--- src/shared/tip_pkg.sv ---
// constants, field layouts and carrier types for the timed i/o port block
// assumes a 32-bit avalon-mm register bus with byte addresses
package tip_pkg;
  localparam int NPORT = 5;
  localparam int NCLK = 6;
  localparam int NPIN = 32;
  // reference tick rate against the system clock rate
  localparam int CLK_MHZ = 125;
  localparam int REF_MHZ = 100;
  localparam logic [7:0] REF_INC = 8'(REF_MHZ);
  localparam logic [7:0] REF_MOD = 8'(CLK_MHZ);
  // address map: [9:8] region, ports [7:5] index [4:2] register
  localparam logic [1:0] REGION_PORT = 2'h0;
  localparam logic [1:0] REGION_CLK = 2'h1;
  localparam logic [1:0] REGION_LINK = 2'h2;
  localparam logic [9:0] PORT_STRIDE = 10'h020;
  localparam logic [9:0] CLK_BASE = 10'h100;
  localparam logic [9:0] LINK_CTRL = 10'h200;
  localparam logic [2:0] REG_CTRL = 3'h0;
  localparam logic [2:0] REG_COND = 3'h1;
  localparam logic [2:0] REG_TIME = 3'h2;
  localparam logic [2:0] REG_DATA = 3'h3;
  localparam logic [2:0] REG_STAT = 3'h4;
  localparam logic [2:0] REG_COUNT = 3'h5;
  localparam logic [2:0] REG_TSTAMP = 3'h6;
  // port control word, bits [8:0]
  localparam int CTRL_W = 9;
  // status word fields
  localparam int STAT_FULL = 0;
  localparam int STAT_SLICE_LO = 8;
  localparam int STAT_ARMED = 16;
  localparam int STAT_COND = 17;
  // clock block word fields
  localparam int CB_EN = 0;
  localparam int CB_SRC = 1;
  localparam int CB_DIV_LO = 8;
  // pins taken over by the inter-chip link when enabled
  localparam logic [31:0] LINK_PIN_MASK = 32'h0000_00F0;
  localparam logic [31:0] CTRL_RESET = 32'h0000_0000;

  typedef enum logic [1:0] {
    TIP_COND_NONE = 2'b00,
    TIP_COND_EQ = 2'b01,
    TIP_COND_NE = 2'b10
  } tip_cond_t;

  typedef struct packed {
    logic strobe_en;
    logic [2:0] clk_sel;
    tip_cond_t cond_mode;
    logic open_drain;
    logic out_dir;
    logic enable;
  } tip_port_cfg_t;
endpackage

--- src/core/tip_port_top.sv ---
// five timed i/o ports (1/4/8/16/32 bits) over 32 shared pins, six clock blocks
// assumes pin, ready and link inputs synchronous to CLOCK_I; avalon-mm slave
// Summary of operation
// ports of width 1, 4, 8, 16 and 32 bits over shared pins
// a port's direction is one bit for all its pins
// ports drive or sample pins, optionally waiting for an equal/unequal match; only input ports wait, output ports ignore the condition
// each register access answers in two clock cycles unless data must wait
// open-drain option per port: drive low for zero, release for one
// data passes through a shift stage and a transfer register
// each port has a 16-bit counter gating pin transfers
// counter readable always; a transfer can wait for a counter value
// counter value captured as timestamp at each word transfer
// pin events pulse an event output to the processor
// enabled link disables port drive on the link's pins
// narrowest enabled port owns a shared pin; others keep unshared pins
// every input port samples at its full width regardless of sharing; an output port drives only the pins it owns
// six clock blocks; block 0 is the fixed 100 MHz reference tick
// a clock block may take pin 0 as its clock source
// a clock block can divide its source
// ready input gates transfers; strobe out accompanies output data
// after reset every port uses clock block 0
// pull-downs on all pins while reset is held
// an output port holds its last value until the next transfer
// counter steps once per tick of its port's clock block while the port is enabled, wrapping at its maximum
`timescale 1ns/100ps
module tip_port_top (
  input wire logic CLOCK_I,
  input wire logic RESET_N_I,
  input wire logic [9:0] AVS_ADDRESS_I,
  input wire logic AVS_READ_I,
  input wire logic AVS_WRITE_I,
  input wire logic [31:0] AVS_WRITEDATA_I,
  input wire logic [3:0] AVS_BYTEENABLE_I,
  output logic [31:0] AVS_READDATA_O,
  output logic AVS_WAITREQUEST_O,
  input wire logic [31:0] PIN_I,
  output logic [31:0] PIN_O,
  output logic [31:0] PIN_OE_O,
  output logic [31:0] PULLDOWN_O,
  input wire logic [31:0] LINK_O_I,
  input wire logic [31:0] LINK_OE_I,
  input wire logic [4:0] READY_I,
  output logic [4:0] STROBE_OUT_O,
  output logic [4:0] EVENT_O
);

  ////////////////////////////////////////////////////////////////////////////
  // helpers

  function automatic logic [5:0] port_width(input int k);
    case (k)
      0: port_width = 6'h01;
      1: port_width = 6'h04;
      2: port_width = 6'h08;
      3: port_width = 6'h10;
      default: port_width = 6'h20;
    endcase
  endfunction

  function automatic logic [31:0] width_mask(input int k);
    logic [32:0] m;
    m = (33'h1 << port_width(k)) - 33'h1;
    width_mask = m[31:0];
  endfunction

  function automatic logic [5:0] slices(input int k);
    slices = 6'(32 / int'(port_width(k)));
  endfunction

  // new slice enters at the top so the first sample ends in the low bits
  function automatic logic [31:0] shift_in(input int k, input logic [31:0] sh,
                                           input logic [31:0] pins);
    logic [63:0] cat;
    cat = {pins & width_mask(k), sh} >> port_width(k);
    shift_in = cat[31:0];
  endfunction

  function automatic logic [31:0] be_merge(input logic [31:0] old,
                                           input logic [31:0] wd,
                                           input logic [3:0] be);
    logic [31:0] r;
    r = old;
    for (int b = 0; b < 4; b++) begin
      if (be[b]) begin
        r[8*b +: 8] = wd[8*b +: 8];
      end
    end
    be_merge = r;
  endfunction

  ////////////////////////////////////////////////////////////////////////////
  // state

  tip_pkg::tip_port_cfg_t cfg_q [tip_pkg::NPORT];
  logic [31:0] cond_val_q [tip_pkg::NPORT];
  logic [31:0] tr_q [tip_pkg::NPORT];
  logic [31:0] sh_q [tip_pkg::NPORT];
  logic [31:0] pout_q [tip_pkg::NPORT];
  logic [5:0] shn_q [tip_pkg::NPORT];
  logic [15:0] cnt_q [tip_pkg::NPORT];
  logic [15:0] time_q [tip_pkg::NPORT];
  logic [15:0] ts_q [tip_pkg::NPORT];
  logic [4:0] tr_full_q;
  logic [4:0] armed_q;
  logic [4:0] cpend_q;
  logic [4:0] strobe_q;
  logic [4:0] ev_q;
  logic [tip_pkg::NCLK-1:0] cb_en_q;
  logic [tip_pkg::NCLK-1:0] cb_src_q;
  logic [7:0] cb_div_q [tip_pkg::NCLK];
  logic [7:0] cb_cnt_q [tip_pkg::NCLK];
  logic [tip_pkg::NCLK-1:0] cb_tick;
  logic [7:0] ref_acc_q;
  logic ref_tick_q;
  logic pin0_prev_q;
  logic link_en_q;
  logic pd_q;
  logic ack_q;
  logic [31:0] rdata_q;
  logic [4:0] port_tick;

  ////////////////////////////////////////////////////////////////////////////
  // bus decode

  logic req;
  logic do_bus;
  logic can_ack;
  logic [1:0] region;
  logic [2:0] pidx;
  logic [2:0] ridx;
  logic port_hit;
  logic clk_hit;
  logic link_hit;
  logic [31:0] rd_val;

  assign req = AVS_READ_I | AVS_WRITE_I;
  assign do_bus = req & ack_q;
  assign region = AVS_ADDRESS_I[9:8];
  assign pidx = AVS_ADDRESS_I[7:5];
  assign ridx = AVS_ADDRESS_I[4:2];
  assign port_hit = (region == tip_pkg::REGION_PORT) && (int'(pidx) < tip_pkg::NPORT);
  assign clk_hit = (region == tip_pkg::REGION_CLK) && (AVS_ADDRESS_I[7:5] == 3'h0)
                   && (int'(ridx) < tip_pkg::NCLK);
  assign link_hit = (AVS_ADDRESS_I[9:2] == tip_pkg::LINK_CTRL[9:2]);

  // data access stalls until the transfer register can take or give a word
  always_comb begin
    can_ack = 1'b1;
    if (port_hit && ridx == tip_pkg::REG_DATA) begin
      if (AVS_WRITE_I && cfg_q[pidx].out_dir && tr_full_q[pidx]) begin
        can_ack = 1'b0;
      end
      if (AVS_READ_I && !cfg_q[pidx].out_dir && !tr_full_q[pidx]) begin
        can_ack = 1'b0;
      end
    end
  end

  always_comb begin
    rd_val = 32'h0000_0000;
    if (port_hit) begin
      case (ridx)
        tip_pkg::REG_CTRL: rd_val = {{(32-tip_pkg::CTRL_W){1'b0}}, cfg_q[pidx]};
        tip_pkg::REG_COND: rd_val = cond_val_q[pidx];
        tip_pkg::REG_TIME: rd_val = {16'h0000, time_q[pidx]};
        tip_pkg::REG_DATA: rd_val = tr_q[pidx];
        tip_pkg::REG_STAT: begin
          rd_val[tip_pkg::STAT_FULL] = tr_full_q[pidx];
          rd_val[tip_pkg::STAT_SLICE_LO +: 6] = shn_q[pidx];
          rd_val[tip_pkg::STAT_ARMED] = armed_q[pidx];
          rd_val[tip_pkg::STAT_COND] = cpend_q[pidx];
        end
        tip_pkg::REG_COUNT: rd_val = {16'h0000, cnt_q[pidx]};
        tip_pkg::REG_TSTAMP: rd_val = {16'h0000, ts_q[pidx]};
        default: rd_val = 32'h0000_0000;
      endcase
    end else if (clk_hit) begin
      rd_val[tip_pkg::CB_EN] = cb_en_q[ridx];
      rd_val[tip_pkg::CB_SRC] = cb_src_q[ridx];
      rd_val[tip_pkg::CB_DIV_LO +: 8] = cb_div_q[ridx];
    end else if (link_hit) begin
      rd_val[0] = link_en_q;
    end
  end

  assign AVS_WAITREQUEST_O = req & ~ack_q;
  assign AVS_READDATA_O = rdata_q;

  always_ff @(posedge CLOCK_I or negedge RESET_N_I) begin
    if (!RESET_N_I) begin
      ack_q <= 1'b0;
      rdata_q <= 32'h0000_0000;
    end else begin
      ack_q <= req & ~ack_q & can_ack;
      if (AVS_READ_I && !ack_q && can_ack) begin
        rdata_q <= rd_val;
      end
    end
  end

  ////////////////////////////////////////////////////////////////////////////
  // clock blocks

  always_ff @(posedge CLOCK_I or negedge RESET_N_I) begin
    if (!RESET_N_I) begin
      ref_acc_q <= 8'h00;
      ref_tick_q <= 1'b0;
    end else if (ref_acc_q + tip_pkg::REF_INC >= tip_pkg::REF_MOD) begin
      ref_acc_q <= ref_acc_q + tip_pkg::REF_INC - tip_pkg::REF_MOD;
      ref_tick_q <= 1'b1;
    end else begin
      ref_acc_q <= ref_acc_q + tip_pkg::REF_INC;
      ref_tick_q <= 1'b0;
    end
  end

  always_ff @(posedge CLOCK_I or negedge RESET_N_I) begin
    if (!RESET_N_I) begin
      pin0_prev_q <= 1'b0;
    end else begin
      pin0_prev_q <= PIN_I[0];
    end
  end

  always_comb begin
    for (int b = 0; b < tip_pkg::NCLK; b++) begin
      logic src;
      src = cb_src_q[b] ? (PIN_I[0] & ~pin0_prev_q) : ref_tick_q;
      cb_tick[b] = cb_en_q[b] & src & (cb_cnt_q[b] == cb_div_q[b]);
    end
    cb_tick[0] = ref_tick_q;
  end

  always_ff @(posedge CLOCK_I or negedge RESET_N_I) begin
    if (!RESET_N_I) begin
      cb_en_q <= 6'h01;
      cb_src_q <= 6'h00;
      for (int b = 0; b < tip_pkg::NCLK; b++) begin
        cb_div_q[b] <= 8'h00;
        cb_cnt_q[b] <= 8'h00;
      end
    end else begin
      for (int b = 1; b < tip_pkg::NCLK; b++) begin
        logic src;
        src = cb_src_q[b] ? (PIN_I[0] & ~pin0_prev_q) : ref_tick_q;
        if (cb_en_q[b] && src) begin
          cb_cnt_q[b] <= cb_tick[b] ? 8'h00 : cb_cnt_q[b] + 8'h01;
        end
      end
      if (do_bus && AVS_WRITE_I && clk_hit && ridx != 3'h0) begin
        logic [31:0] w;
        w = be_merge(rd_val, AVS_WRITEDATA_I, AVS_BYTEENABLE_I);
        cb_en_q[ridx] <= w[tip_pkg::CB_EN];
        cb_src_q[ridx] <= w[tip_pkg::CB_SRC];
        cb_div_q[ridx] <= w[tip_pkg::CB_DIV_LO +: 8];
        cb_cnt_q[ridx] <= 8'h00;
      end
    end
  end

  always_comb begin
    for (int k = 0; k < tip_pkg::NPORT; k++) begin
      if (int'(cfg_q[k].clk_sel) < tip_pkg::NCLK) begin
        port_tick[k] = cfg_q[k].enable & cb_tick[cfg_q[k].clk_sel];
      end else begin
        port_tick[k] = cfg_q[k].enable & cb_tick[0];
      end
    end
  end

  ////////////////////////////////////////////////////////////////////////////
  // port datapaths

  always_ff @(posedge CLOCK_I or negedge RESET_N_I) begin
    if (!RESET_N_I) begin
      for (int k = 0; k < tip_pkg::NPORT; k++) begin
        cfg_q[k] <= tip_pkg::tip_port_cfg_t'(tip_pkg::CTRL_RESET[tip_pkg::CTRL_W-1:0]);
        cond_val_q[k] <= 32'h0000_0000;
        tr_q[k] <= 32'h0000_0000;
        sh_q[k] <= 32'h0000_0000;
        pout_q[k] <= 32'h0000_0000;
        shn_q[k] <= 6'h00;
        cnt_q[k] <= 16'h0000;
        time_q[k] <= 16'h0000;
        ts_q[k] <= 16'h0000;
      end
      tr_full_q <= 5'h00;
      armed_q <= 5'h00;
      cpend_q <= 5'h00;
      strobe_q <= 5'h00;
      ev_q <= 5'h00;
    end else begin
      for (int k = 0; k < tip_pkg::NPORT; k++) begin
        logic start_ok;
        logic rdy_ok;
        logic match;
        logic [31:0] word;
        start_ok = ~armed_q[k] | (cnt_q[k] == time_q[k]);
        rdy_ok = ~cfg_q[k].strobe_en | READY_I[k];
        match = ((PIN_I & width_mask(k)) == (cond_val_q[k] & width_mask(k)));
        if (cfg_q[k].cond_mode == tip_pkg::TIP_COND_NE) begin
          match = ~match;
        end
        word = shift_in(k, sh_q[k], PIN_I);
        ev_q[k] <= 1'b0;
        if (port_tick[k]) begin
          cnt_q[k] <= cnt_q[k] + 16'h0001;
          if (cfg_q[k].out_dir) begin
            strobe_q[k] <= 1'b0;
            if (shn_q[k] == 6'h00 && tr_full_q[k] && start_ok && rdy_ok) begin
              pout_q[k] <= tr_q[k] & width_mask(k);
              sh_q[k] <= tr_q[k] >> port_width(k);
              shn_q[k] <= slices(k) - 6'h01;
              tr_full_q[k] <= 1'b0;
              ts_q[k] <= cnt_q[k];
              armed_q[k] <= 1'b0;
              ev_q[k] <= 1'b1;
              strobe_q[k] <= 1'b1;
            end else if (shn_q[k] != 6'h00 && rdy_ok) begin
              pout_q[k] <= sh_q[k] & width_mask(k);
              sh_q[k] <= sh_q[k] >> port_width(k);
              shn_q[k] <= shn_q[k] - 6'h01;
              strobe_q[k] <= 1'b1;
            end
          end else if ((~cpend_q[k] | match) && start_ok && rdy_ok
                       && !(tr_full_q[k] && shn_q[k] == slices(k) - 6'h01)) begin
            cpend_q[k] <= 1'b0;
            if (cpend_q[k]) begin
              ev_q[k] <= 1'b1;
            end
            if (shn_q[k] == slices(k) - 6'h01) begin
              tr_q[k] <= word;
              tr_full_q[k] <= 1'b1;
              ts_q[k] <= cnt_q[k];
              armed_q[k] <= 1'b0;
              shn_q[k] <= 6'h00;
              ev_q[k] <= 1'b1;
            end else begin
              sh_q[k] <= word;
              shn_q[k] <= shn_q[k] + 6'h01;
            end
          end
        end
        if (do_bus && port_hit && int'(pidx) == k) begin
          logic [31:0] w;
          w = be_merge(rd_val, AVS_WRITEDATA_I, AVS_BYTEENABLE_I);
          if (AVS_WRITE_I) begin
            case (ridx)
              tip_pkg::REG_CTRL: begin
                cfg_q[k] <= tip_pkg::tip_port_cfg_t'(w[tip_pkg::CTRL_W-1:0]);
                cpend_q[k] <= (w[4:3] != 2'b00);
                shn_q[k] <= 6'h00;
              end
              tip_pkg::REG_COND: begin
                cond_val_q[k] <= w;
                cpend_q[k] <= (cfg_q[k].cond_mode != tip_pkg::TIP_COND_NONE);
              end
              tip_pkg::REG_TIME: begin
                time_q[k] <= w[15:0];
                armed_q[k] <= 1'b1;
              end
              tip_pkg::REG_DATA: begin
                if (cfg_q[k].out_dir) begin
                  tr_q[k] <= w;
                  tr_full_q[k] <= 1'b1;
                end
              end
              default: begin
              end
            endcase
          end else if (ridx == tip_pkg::REG_DATA && !cfg_q[k].out_dir) begin
            tr_full_q[k] <= 1'b0;
          end
        end
      end
    end
  end

  assign STROBE_OUT_O = strobe_q;
  assign EVENT_O = ev_q;

  ////////////////////////////////////////////////////////////////////////////
  // pin ownership and drive

  always_ff @(posedge CLOCK_I or negedge RESET_N_I) begin
    if (!RESET_N_I) begin
      link_en_q <= 1'b0;
      pd_q <= 1'b1;
    end else begin
      pd_q <= 1'b0;
      if (do_bus && AVS_WRITE_I && link_hit && AVS_BYTEENABLE_I[0]) begin
        link_en_q <= AVS_WRITEDATA_I[0];
      end
    end
  end

  assign PULLDOWN_O = {32{pd_q}};

  always_comb begin
    for (int p = 0; p < tip_pkg::NPIN; p++) begin
      int own;
      own = -1;
      for (int k = tip_pkg::NPORT - 1; k >= 0; k--) begin
        if (cfg_q[k].enable && p < int'(port_width(k))) begin
          own = k;
        end
      end
      PIN_O[p] = 1'b0;
      PIN_OE_O[p] = 1'b0;
      if (link_en_q && tip_pkg::LINK_PIN_MASK[p]) begin
        PIN_O[p] = LINK_O_I[p];
        PIN_OE_O[p] = LINK_OE_I[p];
      end else if (own >= 0 && cfg_q[own].out_dir) begin
        if (cfg_q[own].open_drain) begin
          PIN_OE_O[p] = ~pout_q[own][p];
        end else begin
          PIN_O[p] = pout_q[own][p];
          PIN_OE_O[p] = 1'b1;
        end
      end
    end
  end

endmodule

--- config.mk ---
export PLATFORM = sky130hd
export DESIGN_NAME = tip_port_top
export DESIGN_NICKNAME = d
export VERILOG_FILES = /design/src/shared/tip_pkg.sv /design/src/core/tip_port_top.sv
export SDC_FILE = /design/constraint.sdc
export NUM_CORES = 2
export LEC_CHECK = 0
export BUFFER_PORTS_ARGS = -buffer_cell sky130_fd_sc_hd__clkbuf_2
export CAP_MARGIN = 10
export CORE_MARGIN = 2
export CORE_UTILIZATION = 60
export CTS_BUF_LIST = sky130_fd_sc_hd__clkbuf_4
export DETAILED_ROUTE_END_ITERATION = 8
export PLACE_DENSITY = 0.82
export REMOVE_ABC_BUFFERS = 1
export SYNTH_ARGS = -nofsm -noshare
export SYNTH_HDL_FRONTEND = slang
export SYNTH_SLANG_ARGS = --single-unit
--- constraint.sdc ---
create_clock -name CLOCK_I -period 6.4 [get_ports CLOCK_I]
set_input_delay 0.32 -clock CLOCK_I [delete_from_list [all_inputs] [get_ports CLOCK_I]]
set_output_delay 0.32 -clock CLOCK_I [all_outputs]
set_load 0.02 [all_outputs]
==> impl_metrics.prom <==
# TYPE chip_impl_metric gauge
chip_impl_info{name="run_status",value="completed"} 1
chip_impl_metric{name="via_count_of_the_first_global_routing_pass",unit=""} 45300
chip_impl_metric{name="detail_route.first_pass.iterations",unit=""} 6
chip_impl_metric{name="maximum_number_of_pins_on_one_net_before_global_route_repair",unit=""} 183
chip_impl_metric{name="dp.final_hpwl",unit="microns"} 122000
chip_impl_metric{name="netlist-cell-type-count",unit=""} 90
chip_impl_metric{name="post-route-drc-count",unit=""} 0
chip_impl_metric{name="overflow",unit=""} 0
chip_impl_info{name="holdCritPathClass",value="input port to flop"} 1
chip_impl_metric{name="timing.final.ws_setup",unit="ps"} 1580
chip_impl_metric{name="die_width",unit="microns"} 303
chip_impl_metric{name="synth_area_per_cell",unit="sq um"} 10.3
chip_impl_metric{name="timing_worst_slew_pin_value",unit="ps"} 1350
chip_impl_metric{name="utilization",unit="%"} 68.0
chip_impl_info{name="final_common_cell",value="sky130_fd_sc_hd__dfrtp_1"} 1
chip_impl_metric{name="fp.coreArea",unit="sq um"} 88400
chip_impl_metric{name="power.density",unit="nW/um^2"} 229
chip_impl_info{name="clock-root-buffer",value="sky130_fd_sc_hd__clkbuf_4"} 1
chip_impl_metric{name="required_time_of_the_worst_setup_path",unit="ps"} 7400
chip_impl_metric{name="totalPowerFinal",unit="mW"} 13.7
chip_impl_metric{name="initialDrtViolationCount",unit=""} 5858
chip_impl_metric{name="preCtsSetupSlack",unit="ps"} 1740
chip_impl_metric{name="fin_crit",unit="ps"} 4820
chip_impl_info{name="commonest_non_fill_non_tap_cells_in_the_layout",value="sky130_fd_sc_hd__dfrtp_1 (1024), sky130_fd_sc_hd__nand2_1 (662), sky130_fd_sc_hd__o21ai_0 (569)"} 1
chip_impl_metric{name="buffer_ports.inserted",unit=""} 231
chip_impl_metric{name="final_count_of_pins_violating_max_slew",unit=""} 0
chip_impl_metric{name="finalSetupViolations",unit=""} 0
chip_impl_metric{name="cts_setup_buffers",unit=""} 0
chip_impl_info{name="setup.worst_path.end_class",value="flop"} 1
chip_impl_metric{name="async_flop_share",unit="%"} 100
chip_impl_metric{name="ant_nets",unit=""} 0
chip_impl_metric{name="num-fill-cells",unit=""} 6520
chip_impl_metric{name="post_route_cells_drive_above_1_share",unit="%"} 19.4
chip_impl_metric{name="layout_area_growth_over_synthesis",unit="%"} 12.4
chip_impl_metric{name="yosys_register_bits",unit=""} 1026
chip_impl_metric{name="worst_hold_margin",unit="ps"} 59.8
chip_impl_info{name="synth_ff_type",value="sky130_fd_sc_hd__dfrtp_1"} 1
chip_impl_metric{name="total_of_hold_buffers_inserted_after_clock_tree_synthesis",unit=""} 127
chip_impl_metric{name="cap_viol_max_count",unit=""} 0
chip_impl_metric{name="postSynthCellCount",unit=""} 5211
chip_impl_metric{name="synth_edf_count",unit=""} 0
chip_impl_metric{name="cts.reportedPaths.clkPinSlew",unit="ps"} 60
chip_impl_info{name="timing.setup.critical_path_class",value="input port to flop"} 1
chip_impl_metric{name="timing.final.crit_share",unit="%"} 75.4
chip_impl_metric{name="rows",unit=""} 109
chip_impl_metric{name="post_synth_instance_area",unit="sq um"} 53500
chip_impl_metric{name="grt_antenna_before_repair",unit=""} 9
chip_impl_metric{name="critical_path_peak_fanout",unit=""} 19
chip_impl_metric{name="pin_count",unit=""} 290
chip_impl_metric{name="total_leakage_power",unit="nW"} 27.9
chip_impl_metric{name="finalWirelength",unit="microns"} 185000
chip_impl_info{name="start_kind",value="input port"} 1
chip_impl_metric{name="cts.htree.levels",unit=""} 5
chip_impl_metric{name="peakVddDrop",unit="uV"} 172
chip_impl_metric{name="clkSinkCount",unit=""} 1026
chip_impl_metric{name="grtUsageTotal",unit="%"} 40.4
chip_impl_info{name="rsz0062_at_grt",value="false"} 1
chip_impl_metric{name="viasPerCell",unit=""} 6.67
chip_impl_metric{name="num_vias",unit=""} 45900
chip_impl_metric{name="ctsResizeCount",unit=""} 0
chip_impl_metric{name="worst_ep_arrival_time",unit="ps"} 5830
chip_impl_metric{name="clk_latency",unit="ps"} 1230
chip_impl_metric{name="initial_core_util",unit="%"} 60.5
chip_impl_metric{name="die_height",unit="microns"} 303
chip_impl_metric{name="grt_pass1_wl",unit="microns"} 276000
chip_impl_metric{name="synthesis.yosys.warnings",unit=""} 0
chip_impl_metric{name="hold_viol_final",unit=""} 0
chip_impl_metric{name="ctsLongestPathBuffers",unit=""} 4
chip_impl_metric{name="fin_nets",unit=""} 5719
chip_impl_metric{name="clock_skews",unit="ps"} 105
chip_impl_info{name="tritoncts",value="done"} 1
chip_impl_metric{name="cts_made_buffers",unit=""} 289
chip_impl_metric{name="maxSlewHeadroom",unit="%"} 9.19
chip_impl_metric{name="seq_area_frac_synth",unit="%"} 48.0
chip_impl_metric{name="regToRegSetupSlack",unit="ps"} 1630
chip_impl_metric{name="routed_wire_length_per_instance",unit="microns"} 26.8
chip_impl_metric{name="place_congestion",unit=""} 1.02
chip_impl_metric{name="fp.dieArea",unit="sq um"} 91500
chip_impl_metric{name="max_freq",unit="MHz"} 207
==> report_power, final <==
part | internal, mW | switching, mW
Combinational | 0.374 | 0.795
Clock | 3.09 | 2.79
Sequential | 6.58 | 0.126
==> worst paths after layout <==
path                                       start      endpoint  cells past startpoint
min in group asynchronous              RESET_N_I  tr_full_q[3]                      4
worst min-delay path                   PIN_I[16]      sh_q[16]                      3
worst max-delay path            AVS_ADDRESS_I[7]   cb_div_q[8]                     10
max in group asynchronous              RESET_N_I     cnt_q[63]                      5
worst min register to register        cb_en_q[0]    cb_en_q[0]                      0
worst max register to register          cnt_q[3]      ts_q[14]                      8
==> per-layer routing <==
layer	global-route usage [%]	wire length, microns
met5	0	27
met4	29.5	15400
met3	12.6	24400
met2	58.7	79300
met1	51.3	65400
==> sequential cells by signal (all words and copies together) (netlist names), 6 cells and up <==
name / flops
cb_div_q: 48
time_q: 80
cond_val_q: 160
shn_q: 30
ref_acc_q: 8
cb_src_q: 6
ts_q: 80
cnt_q: 80
cfg_q: 45
cb_cnt_q: 40
cb_en_q: 6
tr_q: 160
sh_q: 160
pout_q: 61
AVS_READDATA_O: 32
==> synthesized netlist by cell type, types with 65 or more instances <==
| cell type | count | area (sq um) |
|---|---|---|
| sky130_fd_sc_hd__dfrtp_1 | 1024 | 25600 |
| sky130_fd_sc_hd__nand2_1 | 668 | 2510 |
| sky130_fd_sc_hd__o21ai_0 | 570 | 2850 |
| sky130_fd_sc_hd__mux2i_1 | 449 | 4490 |
| sky130_fd_sc_hd__clkbuf_1 | 289 | 1080 |
| sky130_fd_sc_hd__nor2_1 | 280 | 1050 |
| sky130_fd_sc_hd__a21oi_1 | 201 | 1010 |
| sky130_fd_sc_hd__xnor2_1 | 197 | 1730 |
| sky130_fd_sc_hd__mux2_2 | 134 | 1510 |
| sky130_fd_sc_hd__a22oi_1 | 131 | 983 |
| sky130_fd_sc_hd__mux4_2 | 115 | 2590 |
| sky130_fd_sc_hd__xor2_1 | 106 | 928 |
| sky130_fd_sc_hd__nand3_1 | 84 | 420 |
| sky130_fd_sc_hd__o22ai_1 | 78 | 488 |
| sky130_fd_sc_hd__nand4_1 | 70 | 438 |
| sky130_fd_sc_hd__inv_1 | 65 | 244 |
==> cells by family (layout without fill, tap and decap cells) <==
| family | count (synthesis) | after routing | synth area share [%] |
|---|---|---|---|
| xor gates and xnor gates | 303 | 303 | 4.96 |
| and+or+nand+nor | 1378 | 1378 | 11.6 |
| buffers and inverters | 505 | 1001 | 4.18 |
| muxes | 717 | 717 | 16.5 |
| other | 1 | 8 | 0.00701 |
| DFF | 1026 | 1026 | 48.0 |
| adders and majority gates | 25 | 25 | 0.585 |
| AOI/OAI and AO/OA | 1256 | 1256 | 14.2 |
==> area by class of cell <==
class	count	area, sq um	area share (%)
Multi-Input combinational cell	3680	25800	42.9
Sequential cell	1026	25700	42.7
Timing Repair Buffer	478	3510	5.84
Clock buffer	413	3100	5.16
Tap cell	1165	1460	2.43
Clock inverter	42	267	0.444
Inverter	68	258	0.429
Antenna cell	7	17.5	0.0292
==> stage by stage <==
| stage | setup TNS (ps) | cells | area, sq um |
|---|---|---|---|
| 5_1_grt | 0 | 6878 | 60100 |
| 2_1_floorplan | -1231960 | 4774 | 51500 |
| 3_5_place_dp | 0 | 6286 | 55300 |
| 6_report | 0 | 6879 | 60100 |
| 3_3_place_gp | 0 | 6286 | 55300 |
| 4_1_cts | 0 | 6868 | 60000 |
==> critical path: stages <==
cell and delay, ps:
sky130_fd_sc_hd__dlygate4sd3_1 530, sky130_fd_sc_hd__clkbuf_2 580, sky130_fd_sc_hd__nand2b_1 1030, sky130_fd_sc_hd__o22ai_1 330, sky130_fd_sc_hd__a32oi_1 450, sky130_fd_sc_hd__and4_1 320
sky130_fd_sc_hd__o21ai_0 190, sky130_fd_sc_hd__mux2i_4 480, sky130_fd_sc_hd__dlygate4sd3_1 1320, sky130_fd_sc_hd__o21ai_0 260
No activity file was read; power rests on OpenSTA's default activity.
